[config.mk]
export PLATFORM = sky130hd
export DESIGN_NAME = pbbr_core
export DESIGN_NICKNAME = d
export VERILOG_FILES = /design/src/logic/pbbr_pkg.sv /design/src/logic/pbbr_core.sv /design/src/logic/pbbr_fifo.sv /design/src/logic/pbbr_wr_pace.sv
export SDC_FILE = /design/constraint.sdc
export NUM_CORES = 1
export LEC_CHECK = 0
export ABC_CLOCK_PERIOD_IN_PS = 3950
export BUFFER_PORTS_ARGS = -buffer_cell sky130_fd_sc_hd__buf_2
export CORE_ASPECT_RATIO = 0.9
export CORE_UTILIZATION = 35
export DETAILED_ROUTE_END_ITERATION = 7
export GPL_TIMING_DRIVEN = 0
export HOLD_SLACK_MARGIN = 0.12
export PLACE_DENSITY = 0.61
export SLEW_MARGIN = 15
export SYNTH_ARGS = -nofsm -noshare
export SYNTH_HDL_FRONTEND = slang
export SYNTH_HIERARCHICAL = 1
export SYNTH_SLANG_ARGS = --single-unit
[constraint.sdc]
create_clock -name clk_i -period 3.95 [get_ports clk_i]
set_input_delay 0.79 -clock clk_i [delete_from_list [all_inputs] [get_ports clk_i]]
set_output_delay 0.79 -clock clk_i [all_outputs]
set_load 0.01 [all_outputs]
[src/logic/pbbr_pkg.sv]
// Shared constants and types for the backend burst and read-recovery engine.
package pbbr_pkg;
	// Number of base address regions and width of each region's enable field.
	localparam int REGION_COUNT = 8;
	localparam int ENABLE_W = 2;
	// Region enable encodings: off, plain access, and read recovery.
	localparam logic [1:0] REGION_OFF = 2'h0;
	localparam logic [1:0] REGION_ON = 2'h1;
	localparam logic [1:0] REGION_RECOVER = 2'h2;
	// Data path widths and recovery store depth.
	localparam int DATA_W = 32;
	localparam int ADDR_W = 16;
	localparam int FIFO_DEPTH = 8;
	localparam int CNT_W = 4;
	// Address step between two backend words.
	localparam logic [15:0] WORD_STEP = 16'h0004;
	// Words fetched ahead of the bus for each read latency select.
	localparam logic [3:0] LOOKAHEAD_SYNC0 = 4'h2;
	localparam logic [3:0] LOOKAHEAD_SYNC1 = 4'h3;
	// Default region setting: region 0 in recovery mode, the rest plain.
	localparam logic [15:0] REGION_SETTING_DEFAULT = 16'h5556;
	// Read engine states, Gray coded along idle, fetch, drain.
	typedef enum logic [1:0]
	{
		PBBR_IDLE = 2'b00,
		PBBR_FETCH = 2'b01,
		PBBR_DRAIN = 2'b11
	} pbbr_state_e;
	// A PCI read request as decoded by the core.
	typedef struct packed
	{
		logic start;
		logic [2:0] region;
		logic [15:0] addr;
	} pbbr_req_s;
endpackage : pbbr_pkg

[src/logic/pbbr_core.sv]
// Backend burst engine: write pacing plus read-ahead with recovery store.
// How it works
// - Dropping held ready allows two more writes.
// - Burst reads fetch backend words ahead of bus.
// - More words may be fetched than delivered.
// - Without recovery, undelivered prefetched words are discarded.
// - Region setting value two selects recovery.
// - Retained words go first on next same-region read.
// - Recovery logic keeps FIFO backend data safe until another region starts a read.
// - Ready gives target ready, then write strobe.
// - Latency select zero: two words kept ahead.
// - Fetching stops before the store would overflow.
// - Latency select one: three words kept ahead.
`timescale 1ns/10ps
module pbbr_core #(
	parameter logic [15:0] REGION_ENABLE_SETTING = pbbr_pkg::REGION_SETTING_DEFAULT,
	parameter int DEPTH = pbbr_pkg::FIFO_DEPTH
) (
	input wire logic clk_i,
	input wire logic reset_i,
	input wire pbbr_pkg::pbbr_req_s rd_req_i,
	input wire logic rd_end_i,
	input wire logic rd_take_i,
	input wire logic rd_sync_i,
	output logic [pbbr_pkg::DATA_W-1:0] rd_data_o,
	output logic rd_valid_o,
	output logic be_rd_strobe_o,
	output logic [pbbr_pkg::ADDR_W-1:0] be_addr_o,
	input wire logic [pbbr_pkg::DATA_W-1:0] be_rd_data_i,
	output logic [pbbr_pkg::CNT_W-1:0] retained_count_o,
	input wire logic wr_cycle_i,
	input wire logic pci_irdy_i,
	input wire logic [pbbr_pkg::DATA_W-1:0] wr_data_i,
	input wire logic backend_write_ready_i,
	output logic target_ready_o,
	output logic backend_write_strobe_o,
	output logic [pbbr_pkg::DATA_W-1:0] be_wr_data_o
);
	// Read engine state and the region of the cycle in progress.
	pbbr_pkg::pbbr_state_e state_ff;
	logic [2:0] cur_region_ff;
	// Retained words are valid and belong to this region.
	logic keep_ff;
	logic [2:0] kept_region_ff;
	// Address of the next backend word to fetch.
	logic [pbbr_pkg::ADDR_W-1:0] next_addr_ff;
	logic [pbbr_pkg::ADDR_W-1:0] addr_ff;
	// Backend read pipeline: strobe, then one or two data return stages.
	logic strobe_ff;
	logic stage1_ff;
	logic stage2_ff;
	// Per-region recovery flags, decoded from the region settings.
	logic [pbbr_pkg::REGION_COUNT-1:0] rec_map;
	logic cur_rec;
	// FIFO hand-shake wires.
	logic fifo_in_ready;
	logic fifo_out_ready;
	logic [pbbr_pkg::CNT_W-1:0] fifo_cnt;
	logic ret_valid;
	logic flush;
	// Read bookkeeping.
	logic [pbbr_pkg::CNT_W-1:0] inflight;
	logic [pbbr_pkg::CNT_W-1:0] ahead;
	logic [pbbr_pkg::CNT_W-1:0] look;
	// Words still ahead once the word taken by the bus this cycle has gone.
	logic taking;
	logic [pbbr_pkg::CNT_W-1:0] ahead_net;
	logic start;
	logic match;
	logic issue;
	logic drain_done;

	// One recovery flag per region.
	for (genvar i = 0; i < pbbr_pkg::REGION_COUNT; i++)
	begin : g_rec
		assign rec_map[i] = REGION_ENABLE_SETTING[i*pbbr_pkg::ENABLE_W +: pbbr_pkg::ENABLE_W]
			== pbbr_pkg::REGION_RECOVER;
	end
	assign cur_rec = rec_map[cur_region_ff];

	// Words requested from the backend whose data has not landed yet.
	assign inflight = pbbr_pkg::CNT_W'(strobe_ff) + pbbr_pkg::CNT_W'(stage1_ff)
		+ pbbr_pkg::CNT_W'(stage2_ff);
	// Words held or on their way: the read-ahead distance.
	assign ahead = fifo_cnt + inflight;
	// A word the bus takes this cycle frees its lookahead slot at once.
	// Counting it would leave the store one word short when the burst ends,
	// so the words retained for the next read would fall below the lookahead.
	assign taking = rd_valid_o && fifo_out_ready;
	assign ahead_net = ahead - pbbr_pkg::CNT_W'(taking);
	assign look = rd_sync_i ? pbbr_pkg::LOOKAHEAD_SYNC1 : pbbr_pkg::LOOKAHEAD_SYNC0;
	// Latency select picks which return stage carries the backend data.
	assign ret_valid = rd_sync_i ? stage2_ff : stage1_ff;

	// A new cycle is only accepted when the engine is idle.
	assign start = rd_req_i.start && (state_ff == pbbr_pkg::PBBR_IDLE);
	assign match = keep_ff && (rd_req_i.region == kept_region_ff);
	assign drain_done = (state_ff == pbbr_pkg::PBBR_DRAIN) && (inflight == '0);

	// Fetch ahead of the bus, limited by the lookahead and by store room.
	assign issue = (state_ff == pbbr_pkg::PBBR_FETCH) && !rd_end_i
		&& (ahead_net < look)
		&& (ahead < pbbr_pkg::CNT_W'(DEPTH)) && fifo_in_ready;

	// Plain regions lose their leftovers at the end of a cycle; any
	// retained words are also dropped when another region starts a read.
	assign flush = (start && !match) || (drain_done && !cur_rec);
	assign fifo_out_ready = rd_take_i && (state_ff == pbbr_pkg::PBBR_FETCH);

	// Read engine state sequence.
	always_ff @(posedge clk_i)
	begin
		if (reset_i)
		begin
			state_ff <= pbbr_pkg::PBBR_IDLE;
		end
		else
		begin
			case (state_ff)
				pbbr_pkg::PBBR_IDLE:
				begin
					if (start)
					begin
						state_ff <= pbbr_pkg::PBBR_FETCH;
					end
				end
				pbbr_pkg::PBBR_FETCH:
				begin
					// The bus ends the cycle; words in flight still land.
					if (rd_end_i)
					begin
						state_ff <= pbbr_pkg::PBBR_DRAIN;
					end
				end
				pbbr_pkg::PBBR_DRAIN:
				begin
					if (drain_done)
					begin
						state_ff <= pbbr_pkg::PBBR_IDLE;
					end
				end
				default:
				begin
					state_ff <= pbbr_pkg::PBBR_IDLE;
				end
			endcase
		end
	end

	// Region tracking and the retained-word ownership flag.
	always_ff @(posedge clk_i)
	begin
		if (reset_i)
		begin
			cur_region_ff <= 3'h0;
			keep_ff <= 1'b0;
			kept_region_ff <= 3'h0;
		end
		else if (start)
		begin
			cur_region_ff <= rd_req_i.region;
			keep_ff <= 1'b0;
		end
		else if (drain_done)
		begin
			// Recovery regions keep their leftovers for the next read.
			keep_ff <= cur_rec;
			kept_region_ff <= cur_region_ff;
		end
	end

	// Fetch address: a same-region restart continues where fetching stopped,
	// since the retained words already cover the start of the new burst.
	always_ff @(posedge clk_i)
	begin
		if (reset_i)
		begin
			next_addr_ff <= 16'h0000;
			addr_ff <= 16'h0000;
		end
		else if (start && !match)
		begin
			next_addr_ff <= rd_req_i.addr;
		end
		else if (issue)
		begin
			addr_ff <= next_addr_ff;
			next_addr_ff <= next_addr_ff + pbbr_pkg::WORD_STEP;
		end
	end

	// Backend read strobe and data return pipeline.
	always_ff @(posedge clk_i)
	begin
		if (reset_i)
		begin
			strobe_ff <= 1'b0;
			stage1_ff <= 1'b0;
			stage2_ff <= 1'b0;
		end
		else
		begin
			strobe_ff <= issue;
			stage1_ff <= strobe_ff;
			// The second stage only runs with the longer latency select.
			stage2_ff <= stage1_ff && rd_sync_i;
		end
	end

	// Backend side outputs come straight from their registers.
	assign be_rd_strobe_o = strobe_ff;
	assign be_addr_o = addr_ff;
	assign retained_count_o = fifo_cnt;

	// Read-ahead store; the bus side drains it, the fetch side stalls on it.
	pbbr_fifo #(
		.WIDTH(pbbr_pkg::DATA_W),
		.DEPTH(DEPTH),
		.CNT_W(pbbr_pkg::CNT_W)
	) u_fifo (
		.clk_i(clk_i),
		.reset_i(reset_i),
		.flush_i(flush),
		.in_valid_i(ret_valid),
		.in_ready_o(fifo_in_ready),
		.in_data_i(be_rd_data_i),
		.out_valid_o(rd_valid_o),
		.out_ready_i(fifo_out_ready),
		.out_data_o(rd_data_o),
		.count_o(fifo_cnt)
	);

	// Write pacing toward the backend.
	pbbr_wr_pace #(
		.DATA_W(pbbr_pkg::DATA_W)
	) u_wr (
		.clk_i(clk_i),
		.reset_i(reset_i),
		.wr_cycle_i(wr_cycle_i),
		.irdy_i(pci_irdy_i),
		.ready_i(backend_write_ready_i),
		.data_i(wr_data_i),
		.target_ready_o(target_ready_o),
		.strobe_o(backend_write_strobe_o),
		.data_o(be_wr_data_o)
	);
endmodule : pbbr_core

[src/logic/pbbr_fifo.sv]
// Prefetch and recovery store: a small FIFO with a registered output word.
`timescale 1ns/10ps
module pbbr_fifo #(
	parameter int WIDTH = 32,
	parameter int DEPTH = 8,
	parameter int CNT_W = 4
) (
	input wire logic clk_i,
	input wire logic reset_i,
	input wire logic flush_i,
	input wire logic in_valid_i,
	output logic in_ready_o,
	input wire logic [WIDTH-1:0] in_data_i,
	output logic out_valid_o,
	input wire logic out_ready_i,
	output logic [WIDTH-1:0] out_data_o,
	output logic [CNT_W-1:0] count_o
);
	localparam int PTR_W = $clog2(DEPTH);
	// Storage words, write and read pointers, count of words in storage.
	logic [WIDTH-1:0] mem_ff [DEPTH];
	logic [PTR_W-1:0] wptr_ff;
	logic [PTR_W-1:0] rptr_ff;
	logic [CNT_W-1:0] mcnt_ff;
	logic [CNT_W-1:0] cnt_ff;
	logic out_valid_ff;
	logic [WIDTH-1:0] out_data_ff;
	logic push;
	logic load;
	logic pop;

	// The total count includes the output word, so full is honest at DEPTH.
	assign in_ready_o = cnt_ff < CNT_W'(DEPTH);
	assign push = in_valid_i && in_ready_o;
	assign load = (mcnt_ff != '0) && (!out_valid_ff || out_ready_i);
	assign pop = out_valid_ff && out_ready_i;
	assign out_valid_o = out_valid_ff;
	assign out_data_o = out_data_ff;
	assign count_o = cnt_ff;

	// Storage writes; no reset is needed on the data words themselves.
	always_ff @(posedge clk_i)
	begin
		if (push)
		begin
			mem_ff[wptr_ff] <= in_data_i;
		end
	end

	// Pointers and counts; flush drops every word at once.
	always_ff @(posedge clk_i)
	begin
		if (reset_i || flush_i)
		begin
			wptr_ff <= '0;
			rptr_ff <= '0;
			mcnt_ff <= '0;
			cnt_ff <= '0;
		end
		else
		begin
			wptr_ff <= push ? wptr_ff + 1'b1 : wptr_ff;
			rptr_ff <= load ? rptr_ff + 1'b1 : rptr_ff;
			mcnt_ff <= mcnt_ff + CNT_W'(push) - CNT_W'(load);
			cnt_ff <= cnt_ff + CNT_W'(push) - CNT_W'(pop);
		end
	end

	// Registered output word, refilled from storage when taken or empty.
	always_ff @(posedge clk_i)
	begin
		if (reset_i || flush_i)
		begin
			out_valid_ff <= 1'b0;
			out_data_ff <= '0;
		end
		else if (load)
		begin
			out_valid_ff <= 1'b1;
			out_data_ff <= mem_ff[rptr_ff];
		end
		else if (pop)
		begin
			out_valid_ff <= 1'b0;
		end
	end
endmodule : pbbr_fifo

[src/logic/pbbr_wr_pace.sv]
// Write pacing: backend write-ready to target ready to backend write strobe.
`timescale 1ns/10ps
module pbbr_wr_pace #(
	parameter int DATA_W = 32
) (
	input wire logic clk_i,
	input wire logic reset_i,
	input wire logic wr_cycle_i,
	input wire logic irdy_i,
	input wire logic ready_i,
	input wire logic [DATA_W-1:0] data_i,
	output logic target_ready_o,
	output logic strobe_o,
	output logic [DATA_W-1:0] data_o
);
	// Ready is registered twice on its way to target ready, which is why
	// a held ready that drops still lets two more words through.
	logic rdy_ff;
	logic trdy_ff;
	logic strobe_ff;
	logic [DATA_W-1:0] data_ff;

	assign target_ready_o = trdy_ff;
	assign strobe_o = strobe_ff;
	assign data_o = data_ff;

	// Ready pipeline and write strobe one edge after a bus data phase.
	always_ff @(posedge clk_i)
	begin
		if (reset_i)
		begin
			rdy_ff <= 1'b0;
			trdy_ff <= 1'b0;
			strobe_ff <= 1'b0;
		end
		else
		begin
			rdy_ff <= ready_i && wr_cycle_i;
			trdy_ff <= rdy_ff && wr_cycle_i;
			strobe_ff <= trdy_ff && irdy_i;
		end
	end

	// Write data is captured with the data phase that makes the strobe.
	always_ff @(posedge clk_i)
	begin
		if (reset_i)
		begin
			data_ff <= '0;
		end
		else if (trdy_ff && irdy_i)
		begin
			data_ff <= data_i;
		end
	end
endmodule : pbbr_wr_pace

* Yosys cells after proc, flatten, opt, wreduce, memory -nomap -nowiden
Memories as Yosys holds them, arrays and structs flattened. A register that Yosys moved wholly into a read port is not among the register bits.
Index checks and enable logic that the tools add are counted.
** Storage, ports and cells
- Register bits after elaboration :: 94
- Memory bits (writable) :: 256
- ROM bits :: 8
- Input port bits :: 92
- Output and inout port bits :: 88
- Logic and storage cells :: 91
- Memories :: 2
** Memories
- u_fifo.mem_ff :: depth 8, bits a word 32, read ports 1, clocked after memory_dff 1, write ports 1, RTL line pbbr_fifo.sv:21 : logic [WIDTH-1:0] mem_ff [DEPTH];
- (no name shown) :: depth 8, bits a word 1, read ports 1, clocked after memory_dff 1, write ports 0, RTL line pbbr_core.sv:79 : assign cur_rec = rec_map[cur_region_ff];
** Cells by class
- Add/sub/neg operators :: 11
- Order comparisons :: 4
- Equality and inequality tests :: 6
- Multiplexer cells :: 15
- Bitwise logic cells :: 2
- Reduce and logical (&&, ||, !) cells :: 33
** Operator list (number)
- 16-bit 2-to-1 mux :: 2
- 1-bit logical AND :: 17
- 16-bit by 3-bit adder with 16-bit output (second input constant) :: 1
- 4-bit by 1-bit subtractor with 4-bit output :: 3
- 4-bit by 1-bit adder with 4-bit output :: 2
- 4-bit less-than comparator (second input constant) :: 2
- 1-bit 2-to-1 mux :: 7
- 3-bit by 1-bit adder with 3-bit output (second input constant) :: 2
- 2-bit 2-to-1 mux :: 3
- 3-bit 2-to-1 mux :: 2
- 2-bit inequality test (second input constant) :: 3
- 2-bit one-hot mux with 3 select lines :: 1
- 4-bit by 3-bit adder with 4-bit output :: 1
- 1-bit logical NOT :: 4
- 4-bit logical NOT :: 1
- 3-bit by 4-bit less-than comparator with 1-bit output (second input constant) :: 1
- 4-bit by 2-bit less-than comparator with 1-bit output :: 1
- 2-bit AND reduction :: 2
- 2-bit nonzero test :: 2
- 4-bit nonzero test :: 1
- 2-bit by 1-bit adder with 3-bit output :: 1
- 3-bit == test :: 1
- 1-bit logical OR :: 3
- 3-bit AND reduction :: 1
- 6 further kinds :: 7

* Logic depth before layout (Yosys ltp)
Gate-level depths: netlist of the first run.
- Word-level depth :: 10
- Mapped depth :: 14

* By module
Netlist of the first run, hierarchy kept.
** By module, submodules not included
- pbbr_fifo :: times used 1, cells an instance 647, area each 11521.0 um^2, sequential area each 8628.3 um^2
- pbbr_core :: times used 1, cells an instance 257, area each 2199.6 um^2, sequential area each 900.9 um^2
- pbbr_wr_pace :: times used 1, cells an instance 153, area each 1561.5 um^2, sequential area each 700.7 um^2

* Least setup slack after synthesis of the first run
Ideal clock, no wire load.
- Kind :: input -> register
- From :: input port rd_sync_i
- To :: memory u_fifo.mem_ff[0][0] (enable)
- Library setup time :: 461 ps
- Arrival :: 3672 ps
- Required time :: 3489 ps
- Setup slack :: -183 ps
- Cell stages on the path :: 5
- Buffers on the path :: 1
- Cells stage by stage :: mux2_2 -> nor2b_1 -> clkbuf_1 -> nand2b_1 -> nor3_1
** Between the ends
- Longest elaborated chain between the ends :: 4
** Ends and longest elaborated chain
- from (decl) :: RTL line pbbr_core.sv:24 : input wire logic rd_sync_i,
- 1-bit 2-to-1 mux :: RTL line pbbr_core.sv:93 : assign ret_valid = rd_sync_i ? stage2_ff : stage1_ff;
- 1-bit logical AND :: RTL line pbbr_fifo.sv:34 : assign push = in_valid_i && in_ready_o;
- 1-bit 2-to-1 mux :: RTL line pbbr_fifo.sv:44 : if (push)
- 1-bit 2-to-1 mux (implied by the code) :: RTL line pbbr_fifo.sv:46 : mem_ff[wptr_ff] <= in_data_i;
- to (decl) :: RTL line pbbr_fifo.sv:21
Every way passes these cells.

* Worst setup path after layout of the first run
- From :: register state_ff[1]
- To :: register u_fifo.out_data_ff[17] (netlist: u_fifo/out_data_o[17]), read port of u_fifo.mem_ff
** Between the ends
- Longest elaborated chain between the ends :: 5
** Ends and longest elaborated chain
- from (decl) :: RTL line pbbr_core.sv:40 : pbbr_pkg::pbbr_state_e state_ff;
- from (signal assigned) :: RTL line pbbr_core.sv:115 : state_ff <= pbbr_pkg::PBBR_IDLE;
- from (signal assigned) :: RTL line pbbr_core.sv:124 : state_ff <= pbbr_pkg::PBBR_FETCH;
- from (signal assigned) :: RTL line pbbr_core.sv:132 : state_ff <= pbbr_pkg::PBBR_DRAIN;
- 2-bit == test / 2-bit logical NOT (equally long branches) :: RTL line pbbr_core.sv:98, pbbr_core.sv:96
- 1-bit logical AND (on tied branches) :: RTL line pbbr_core.sv:98, pbbr_core.sv:96
- 1-bit logical AND :: RTL line pbbr_core.sv:107 : assign flush = (start && !match) || (drain_done && !cur_rec);
- 1-bit logical OR * :: RTL line pbbr_core.sv:107
- via flush :: RTL line pbbr_core.sv:60 : logic flush;
- 1-bit logical OR * :: RTL line pbbr_fifo.sv:72 : if (reset_i || flush_i)
- to (decl) :: RTL line pbbr_fifo.sv:27 : logic [WIDTH-1:0] out_data_ff;
The timed path passes the listed nets; every way through them passes the cells marked *.
A chain may end at the register's enable or synchronous reset.

==> results of run 1 <==
[synth_stat cells (21+ instances only)]
cell / number / share of area
mux2i_1: 74 / 0.048
nor2_1: 36 / 0.0088
nand2_1: 60 / 0.015
mux4_2: 29 / 0.043
edfxtp_1: 256 / 0.50
clkbuf_1: 21 / 0.0052
a21oi_1: 104 / 0.034
buf_2: 24 / 0.0079
a21bo_1: 27 / 0.018
nand3_1: 38 / 0.012
dfxtp_1: 127 / 0.17
o21ai_0: 34 / 0.011
o22ai_1: 32 / 0.013
[worst max path at each step]
stage / start / slack, ns / cells past startpoint / to
2_1_floorplan: rd_sync_i / 0.67 / 5 / u_fifo/mem_ff[1][0]
3_3_place_gp: rd_sync_i / -1.29 / 6 / u_fifo/mem_ff[2][17]
3_5_place_dp: rd_req_i[17] / -0.20 / 9 / u_fifo/out_data_o[13]
4_1_cts: state_ff[1] / 0.33 / 9 / u_fifo/out_data_o[17]
5_1_grt: state_ff[1] / 0.15 / 9 / u_fifo/out_data_o[15]
6_report: state_ff[1] / 0.38 / 9 / u_fifo/out_data_o[17]
[cells in the final DEF, fill, tap and decap left out, types with 17 or more instances in the layout]
master	instances
clkbuf_1	30
dfxtp_1	127
a21oi_2	17
clkbuf_16	40
edfxtp_1	256
mux2i_1	74
mux4_2	29
nand2_1	60
o21ai_0	34
nand3_1	38
buf_2	202
inv_1	20
a21bo_1	27
a21oi_1	104
nor2_1	30
o22ai_1	32
[worst reg2reg max path: cells and delay by family, from the launching register on]
family	cells	cell delay (ns)
simple gates	2	0.85
flops	1	0.46
buf+inv	3	1.26
compound gates	4	0.95
[stage by stage]
stage	setup slack, ns	power, mW	hold slack [ns]	std cells	area (um2)
finish	0.381	10.6	0.452	1880	18500
global route	0.146	11.1	0.454	1876	18500
CTS	0.325	10.7	0.434	1875	18500
detailed placement	-0.203	6.96	0.447	1801	17200
global placement	-1.29	6.93	0.444	1790	16900
floorplan	0.673	6.20	0.437	1057	15300
[power breakdown]
part / switching, mW / internal (mW)
clock: 1.60 / 2.13
sequential: 0.111 / 4.47
combinational: 1.28 / 0.983
total: 2.99 / 7.58
[cells by family (layout without fill, tap and decap cells)]
family / count (synthesis) / in the layout
other: 0 / 5
AO/OA/AOI/OAI: 254 / 254
XOR/XNOR: 13 / 13
AND/OR/NAND/NOR: 188 / 188
multiplexers: 108 / 108
buffers and inverters: 91 / 354
adder cells (fa/ha/maj): 20 / 20
flip-flops: 383 / 383
[per-layer routing]
metal,GRT usage,share of wire,vias up
met2,0.270,0.48,289
met5,0,0.00036,-
met1,0.214,0.43,4711
met3,0.0392,0.065,47
met4,0.0558,0.022,2
li1,-,-,4495
[registers in the layout, summed over array words and instances, names as in the netlist, 2 cells and up]
register           count
u_wr/data_o           32
u_fifo/count_o         4
next_addr_ff          16
u_fifo/rptr_ff         3
state_ff               2
u_fifo/mcnt_ff         4
cur_region_ff          3
u_fifo/mem_ff        256
u_fifo/out_data_o     32
kept_region_ff         3
u_fifo/wptr_ff         3
be_addr_o             16
[final cells by class]
type,instances,area (um2),area share
clock buffers,54,1100,0.0596
plain buffers,70,492,0.0266
diodes,5,12.5,0.000676
repair buffers,189,1140,0.0616
inverters,21,78.8,0.00426
well taps,555,694,0.0375
clock inverters,20,218,0.0118
multi-input cells,583,4550,0.246
flip-flops and latches,383,10200,0.552
==> metrics.md, run 1 <==
| Metric | Value |
|---|---|
| Largest net degree at the start of global routing | 21 |
| Initial antenna violation count | 6 |
| Reg2reg end | u_fifo/out_data_o[17] |
| Critical Setup Path Class | reg -> reg |
| RSZ-0062 raised after global routing | no |
| Rel. slew slack | 0.420 |
| CTS root buffer | clkbuf_16 |
| First-pass GRT wire length | 56,200 um |
| Synth Area per Inst | 14.5 um2 |
| Layout Nets | 1,400 |
| Max Clock Freq | 0.280 GHz |
| Simple-gate area share of the yosys netlist | 0.0606 |
| Worst Path Arrival | 4.08 ns |
| Worst-Skew Late Latency | 0.59 ns |
| Hold EP | be_addr_o[11] |
| Synth Flop Type | edfxtp_1 |
| Status | finished clean |
| Max incr delay on CP | 0.70 ns |
| Mux contribution to synthesized area | 0.0981 |
| CTS tree | done |
| CTS H-tree lvls | 2 |
| Slew @ Worst Pin | 0.867 ns |
| GPL Wtd Cong | 0.787 |
| HP Class | reg -> reg |
| Boundary pin count | 180 |
| Crit path max-delay family | buffers and inverters |
| Drt initial violations | 563 |
| Critical Path, Cell by Cell | or3b_1 -> buf_2 -> a41o_1 -> clkbuf_1 -> o21ai_0 -> nor2_1 -> clkbuf_1 -> o21ai_0 -> a21oi_1 |
| Worst-case reg-to-reg path depth | 9 |
| XOR/XNOR Fraction of Synth Area | 0.00794 |
| Starting density of the core | 0.355 |
| EDFF count, synth | 256 |
| Sequential element share of the synthesized area | 0.669 |
| CP Capture Type | register |
| Hold Startpoint | be_addr_o[11] |
| # rows | 72 |
| Time the worst path needs with I/O delays and setup | 3.57 ns |
| Period utilization | 0.904 |
| Post-route ant nets | 0 |
| Slowest CP cell | nor2_1 |
| Post-CTS Hold Buffers | 0 |
| WL per Instance | 19.5 um |
| Vias in the first global route | 9,565 |
| Crit path required time | 4.47 ns |
| Die W | 222 um |
| Synthesis-to-finish area growth | 21.2% |
| Reg2reg start | state_ff[1] |
| Core Box Area | 43,100 um2 |
| Drt pass-1 iters | 5 |
| Final setup fails | 0 |
| Port Buffer Count | 178 |
| FFs w/ async S/R, synth | 0 |
| Largest family of logic cells by synthesized area | compound AO/OA/AOI/OAI gates |
| CP Max Fanout | 10 |
| WP buf/inv | 3 |
| Syn Nets | 1,169 |
| Reg clk slew, reported paths | 0.06 ns |
| Compound-Gate Fraction of Synth Area | 0.108 |
| Hold Path Stages | 2 |
| Postcts setup bufs | 0 |
| Die area | 44,500 um2 |
| CP Launch Type | register |
| DRT Wirelength | 36,600 um |
| TritonCTS Buffers | 40 |
| Clock tree buffer depth | 3 |
| Synth Area in Adders | 0.0183 |
| Total negative slack | 0 ns |
| Synth Warn # | 6 |
| Utilization after layout | 0.430 |
| Mapped Area | 15,300 um2 |
| Clock skew | 0.0445 ns |
| Total number of vias | 9,544 |
| Worst VDD drop | 440 uV |
| Detailed-route DRC error count | 0 |
| Post-CTS sizing | 0 |
| R2r setup slk | 0.38 ns |
| # fillers | 3,943 |
| FF+latch count, synth | 383 |
| Mapped Cells | 1,057 |
| GRT Residual Overflow | 0 |
| Clk sinks | 383 |
| Total GRT Usage | 0.165 |
| Max_cap viols | 0 |
| Leakage | 6.59 nW |
| Share of post-route cells with drive strength above 1 | 0.280 |
| DR vias/cell | 5.08 |
| Slew Viols, Final | 0 |
| Number of library cell types mapped by synthesis | 65 |
| Fin. Hold Viols | 0 |
| Hpwl dp | 24,500 um |
| Power Density | 571 nW/um2 |
| Die Ht | 200 um |
Note: power is estimated with default switching activity, not from simulation.
==> inputs of run 2 (changes only) <==
ABC_CLOCK_PERIOD_IN_PS = 3100   (was 3950)
BUFFER_PORTS_ARGS = -buffer_cell sky130_fd_sc_hd__buf_4   (was -buffer_cell sky130_fd_sc_hd__buf_2)
SYNTH_HIERARCHICAL = default   (was 1)
clock period = 3.1 ns   (was 3.95 ns; I/O delays follow)
==> run 2 against run 1 <==
Effect of this change:
- critical path depth is the same
- cell area rose by 1.7%
- via count is 3.9% lower
- fmax is 17% higher
- utilization up 2.0 points
- non-clock buffer count unchanged
- routed wire length shrank 2.0%
- hold slack worse by 0.17 ns
- clock skew down 0.025 ns
==> metrics.md, run 2 <==
| Metric | Value |
|---|---|
| Hpwl dp | 23,600 um (-3.6%) |
| Max reg flops | 256 (unchanged) |
| Synth top area share | 0.517 (+0.0138) |
| Starting density of the core | 0.356 (+0.000629) |
| Share of post-route cells with drive strength above 1 | 0.294 (+0.0141) |
| Mapped Cells | 990 (-6.3%) |
| Port Buffer Count | 178 (unchanged) |
| Top post-synthesis cells by count | edfxtp_1, dfxtp_1, nand2_1 |
| Drt initial violations | 828 (+47%) |
| Detailed-route DRC error count | 0 (unchanged) |
| GRT Residual Overflow | 0 (unchanged) |
| Mapped Area | 14,900 um2 (-2.7%) |
| Status | finished clean |
| HP Class | in -> reg |
| Total GRT Usage | 0.167 (+0.00180) |
| Crit path required time | 3.59 ns (-0.88 ns) |
| Slew Viols, Final | 0 (unchanged) |
| Vias in the first global route | 9,123 (-4.6%) |
| # rows | 71 (-1.4%) |
| Largest Register | u_fifo.mem_ff |
| Antenna cells | 0 (-5) |
| Yosys top cell by area | edfxtp_1 |
| First-pass GRT wire length | 54,100 um (-3.6%) |
| Time the worst path needs with I/O delays and setup | 3.06 ns (-0.506 ns) |
| Rel. slew slack | 0.272 (-0.148) |
| Placed cells | 1,728 (-4.1%) |
| Reg power frac | 0.437 (+0.004) |
| Critical Setup Path Class | reg -> reg |
| Clock share of power | 0.387 (+0.034) |
| Max_cap viols | 0 (unchanged) |
| Syn Nets | 1,102 (-5.7%) |
| Most frequent cell after synthesis | edfxtp_1 |
| Total number of vias | 9,168 (-3.9%) |
| Post-route ant nets | 0 (unchanged) |
| CTS tree | done |
| Max Clock Freq | 0.326 GHz (+17%) |
| Initial antenna violation count | 3 (-3) |
| Final setup fails | 0 (unchanged) |
| CP Launch Type | register |
| Post-CTS Hold Buffers | 0 (unchanged) |
| Layout Nets | 1,339 (-4.4%) |
| Die W | 219 um (-1.3%) |
| TritonCTS Buffers | 41 (+2.5%) |
| Int Pwr | 9.86 mW (+30%) |
| Number of library cell types mapped by synthesis | 48 (-26%) |
| WL per Instance | 19.8 um (+1.9%) |
| Commonest non-fill, non-tap cell in the layout | edfxtp_1 |
| Sw Pwr | 3.58 mW (+20%) |
| Final Non-Filler Cells | 1,807 (-3.9%) |
| Clock tree buffer depth | 3 (unchanged) |
| Sequential element share of the synthesized area | 0.688 (+0.0183) |
| Synth Warn # | 0 (-6) |
| Largest net degree at the start of global routing | 21 (unchanged) |
| Comb power frac | 0.176 (-0.038) |
| Worst-Skew Late Latency | 0.57 ns (-0.02 ns) |
| CP Capture Type | register |
| Synthesis-to-finish area growth | 26.6% |
| Placed inst area | 17,300 um2 (+0.44%) |
| Worst Path Arrival | 3.55 ns (-0.53 ns) |
| Reg clk slew, reported paths | 0.06 ns (about the same) |
| Power Density | 713 nW/um2 (+25%) |
| Utilization after layout | 0.450 (+0.0200) |
| Synth Area per Inst | 15.0 um2 (+3.9%) |
| Clk sinks | 383 (unchanged) |
| Synth Flop Type | edfxtp_1 |
| Die Ht | 198 um (-1.3%) |
| Die area | 43,300 um2 (-2.6%) |
| CP Max Fanout | 10 (unchanged) |
| Fin. Hold Viols | 0 (unchanged) |
| GPL Wtd Cong | 0.841 (+6.9%) |
| Switching share of power | 0.266 (-0.0166) |
| RSZ-0062 raised after global routing | yes |
| Worst VDD drop | 474 uV (+7.9%) |
| Period utilization | 0.988 (+0.0845) |
| DRT Wirelength | 35,800 um (-2.0%) |
| Commonest non-fill, non-tap cells in the layout | edfxtp_1, buf_4, dfxtp_1 |
| CTS H-tree lvls | 2 (unchanged) |
| EDFF count, synth | 256 (unchanged) |
| Boundary pin count | 180 (unchanged) |
| Core Box Area | 41,800 um2 (-2.8%) |
| DR vias/cell | 5.07 (about the same) |
| Slew @ Worst Pin | 1.09 ns (+0.225 ns) |
| FFs w/ async S/R, synth | 0 (unchanged) |
| Leakage | 6.38 nW (-3.1%) |
| Clock skew | 0.0194 ns (-0.0251 ns) |
| CTS root buffer | clkbuf_16 |
| Synth area leaders | edfxtp_1, dfxtp_1, mux4_2, mux2i_1, a21oi_1 |
| FF+latch count, synth | 383 (unchanged) |
| Drt pass-1 iters | 5 (unchanged) |
| Final Cell Area | 18,800 um2 (+1.7%) |
| Final Power | 13.4 mW (+27%) |
==> run 2: power groups by stage <==
stage | logic [mW] | registers (mW) | clock network, mW
final | 2.36 | 5.88 | 5.20
after global routing | 2.60 | 5.91 | 5.48
after CTS | 2.38 | 5.88 | 5.30
after detailed placement | 2.35 | 5.98 | 0
after global placement | 2.32 | 5.98 | 0
after floorplan | 1.31 | 6.02 | 0
==> run 2: cell families after synthesis <==
logic type,count (synthesis),share of synthesized area
buffers and inverters,89,0.0233
flip-flops,383,0.688
AO/OA/AOI/OAI,165,0.0720
adder cells (fa/ha/maj),20,0.0188
AND/OR/NAND/NOR,215,0.0658
multiplexers,107,0.126
XOR/XNOR,11,0.00648
==> run 2: per-layer routing <==
| layer | routed length [um] | GRT usage |
|---|---|---|
| met5 | 47 | 0 |
| met4 | 872 | 0.0540 |
| met3 | 2670 | 0.0405 |
| met2 | 16800 | 0.263 |
| met1 | 15500 | 0.225 |
==> run 2: cell type report <==
cell class	instances	area, um2
Timing Repair Buffer	194	1660
Clock inverter	23	309
Fill cell	3689	23000
Sequential cell	383	10200
Tap cell	547	684
Multi-Input combinational cell	519	4450
Buffer	65	277
Inverter	23	86.3
Clock buffer	53	1130
==> run 2: worst paths after layout <==
path | startpoint | to | slack [ns] | depth (start not counted)
worst max-delay path | stage2_ff | next_addr_ff[6] | 0.04 | 9
worst min-delay path | be_rd_data_i[11] | u_fifo.mem_ff[6][11] | 0.28 | 1
worst max register to register | stage2_ff | next_addr_ff[6] | 0.04 | 9
worst min register to register | u_wr.data_o[6] | u_wr.data_o[6] | 0.45 | 2
==> run 2: through the flow <==
step           TNS, ns  worst slack, ns  hold slack [ns]
5_1_grt         -0.423          -0.0751            0.265
4_1_cts              0           0.0209            0.254
2_1_floorplan        0            0.139            0.437
3_3_place_gp   -401.50            -1.66            0.444
6_report             0           0.0369            0.283
3_5_place_dp     -8.69           -0.349            0.450
==> run 2: timing repair <==
action	4_1_cts	5_1_grt
cloned	0	1
gates resized for setup	18	19
pin swaps	2	0
endpoints found under the setup margin	34	47
setup buffers	1	2
==> run 2: critical path: stages (launching register included) <==
cell and delay [ns]:
dfxtp_1 0.33, fa_1 0.53, ha_1 0.22, inv_1 0.08
fa_2 0.49, ha_4 0.29, a21oi_2 0.05, a211o_4 0.36
or4_1 0.49, a31oi_1 0.15
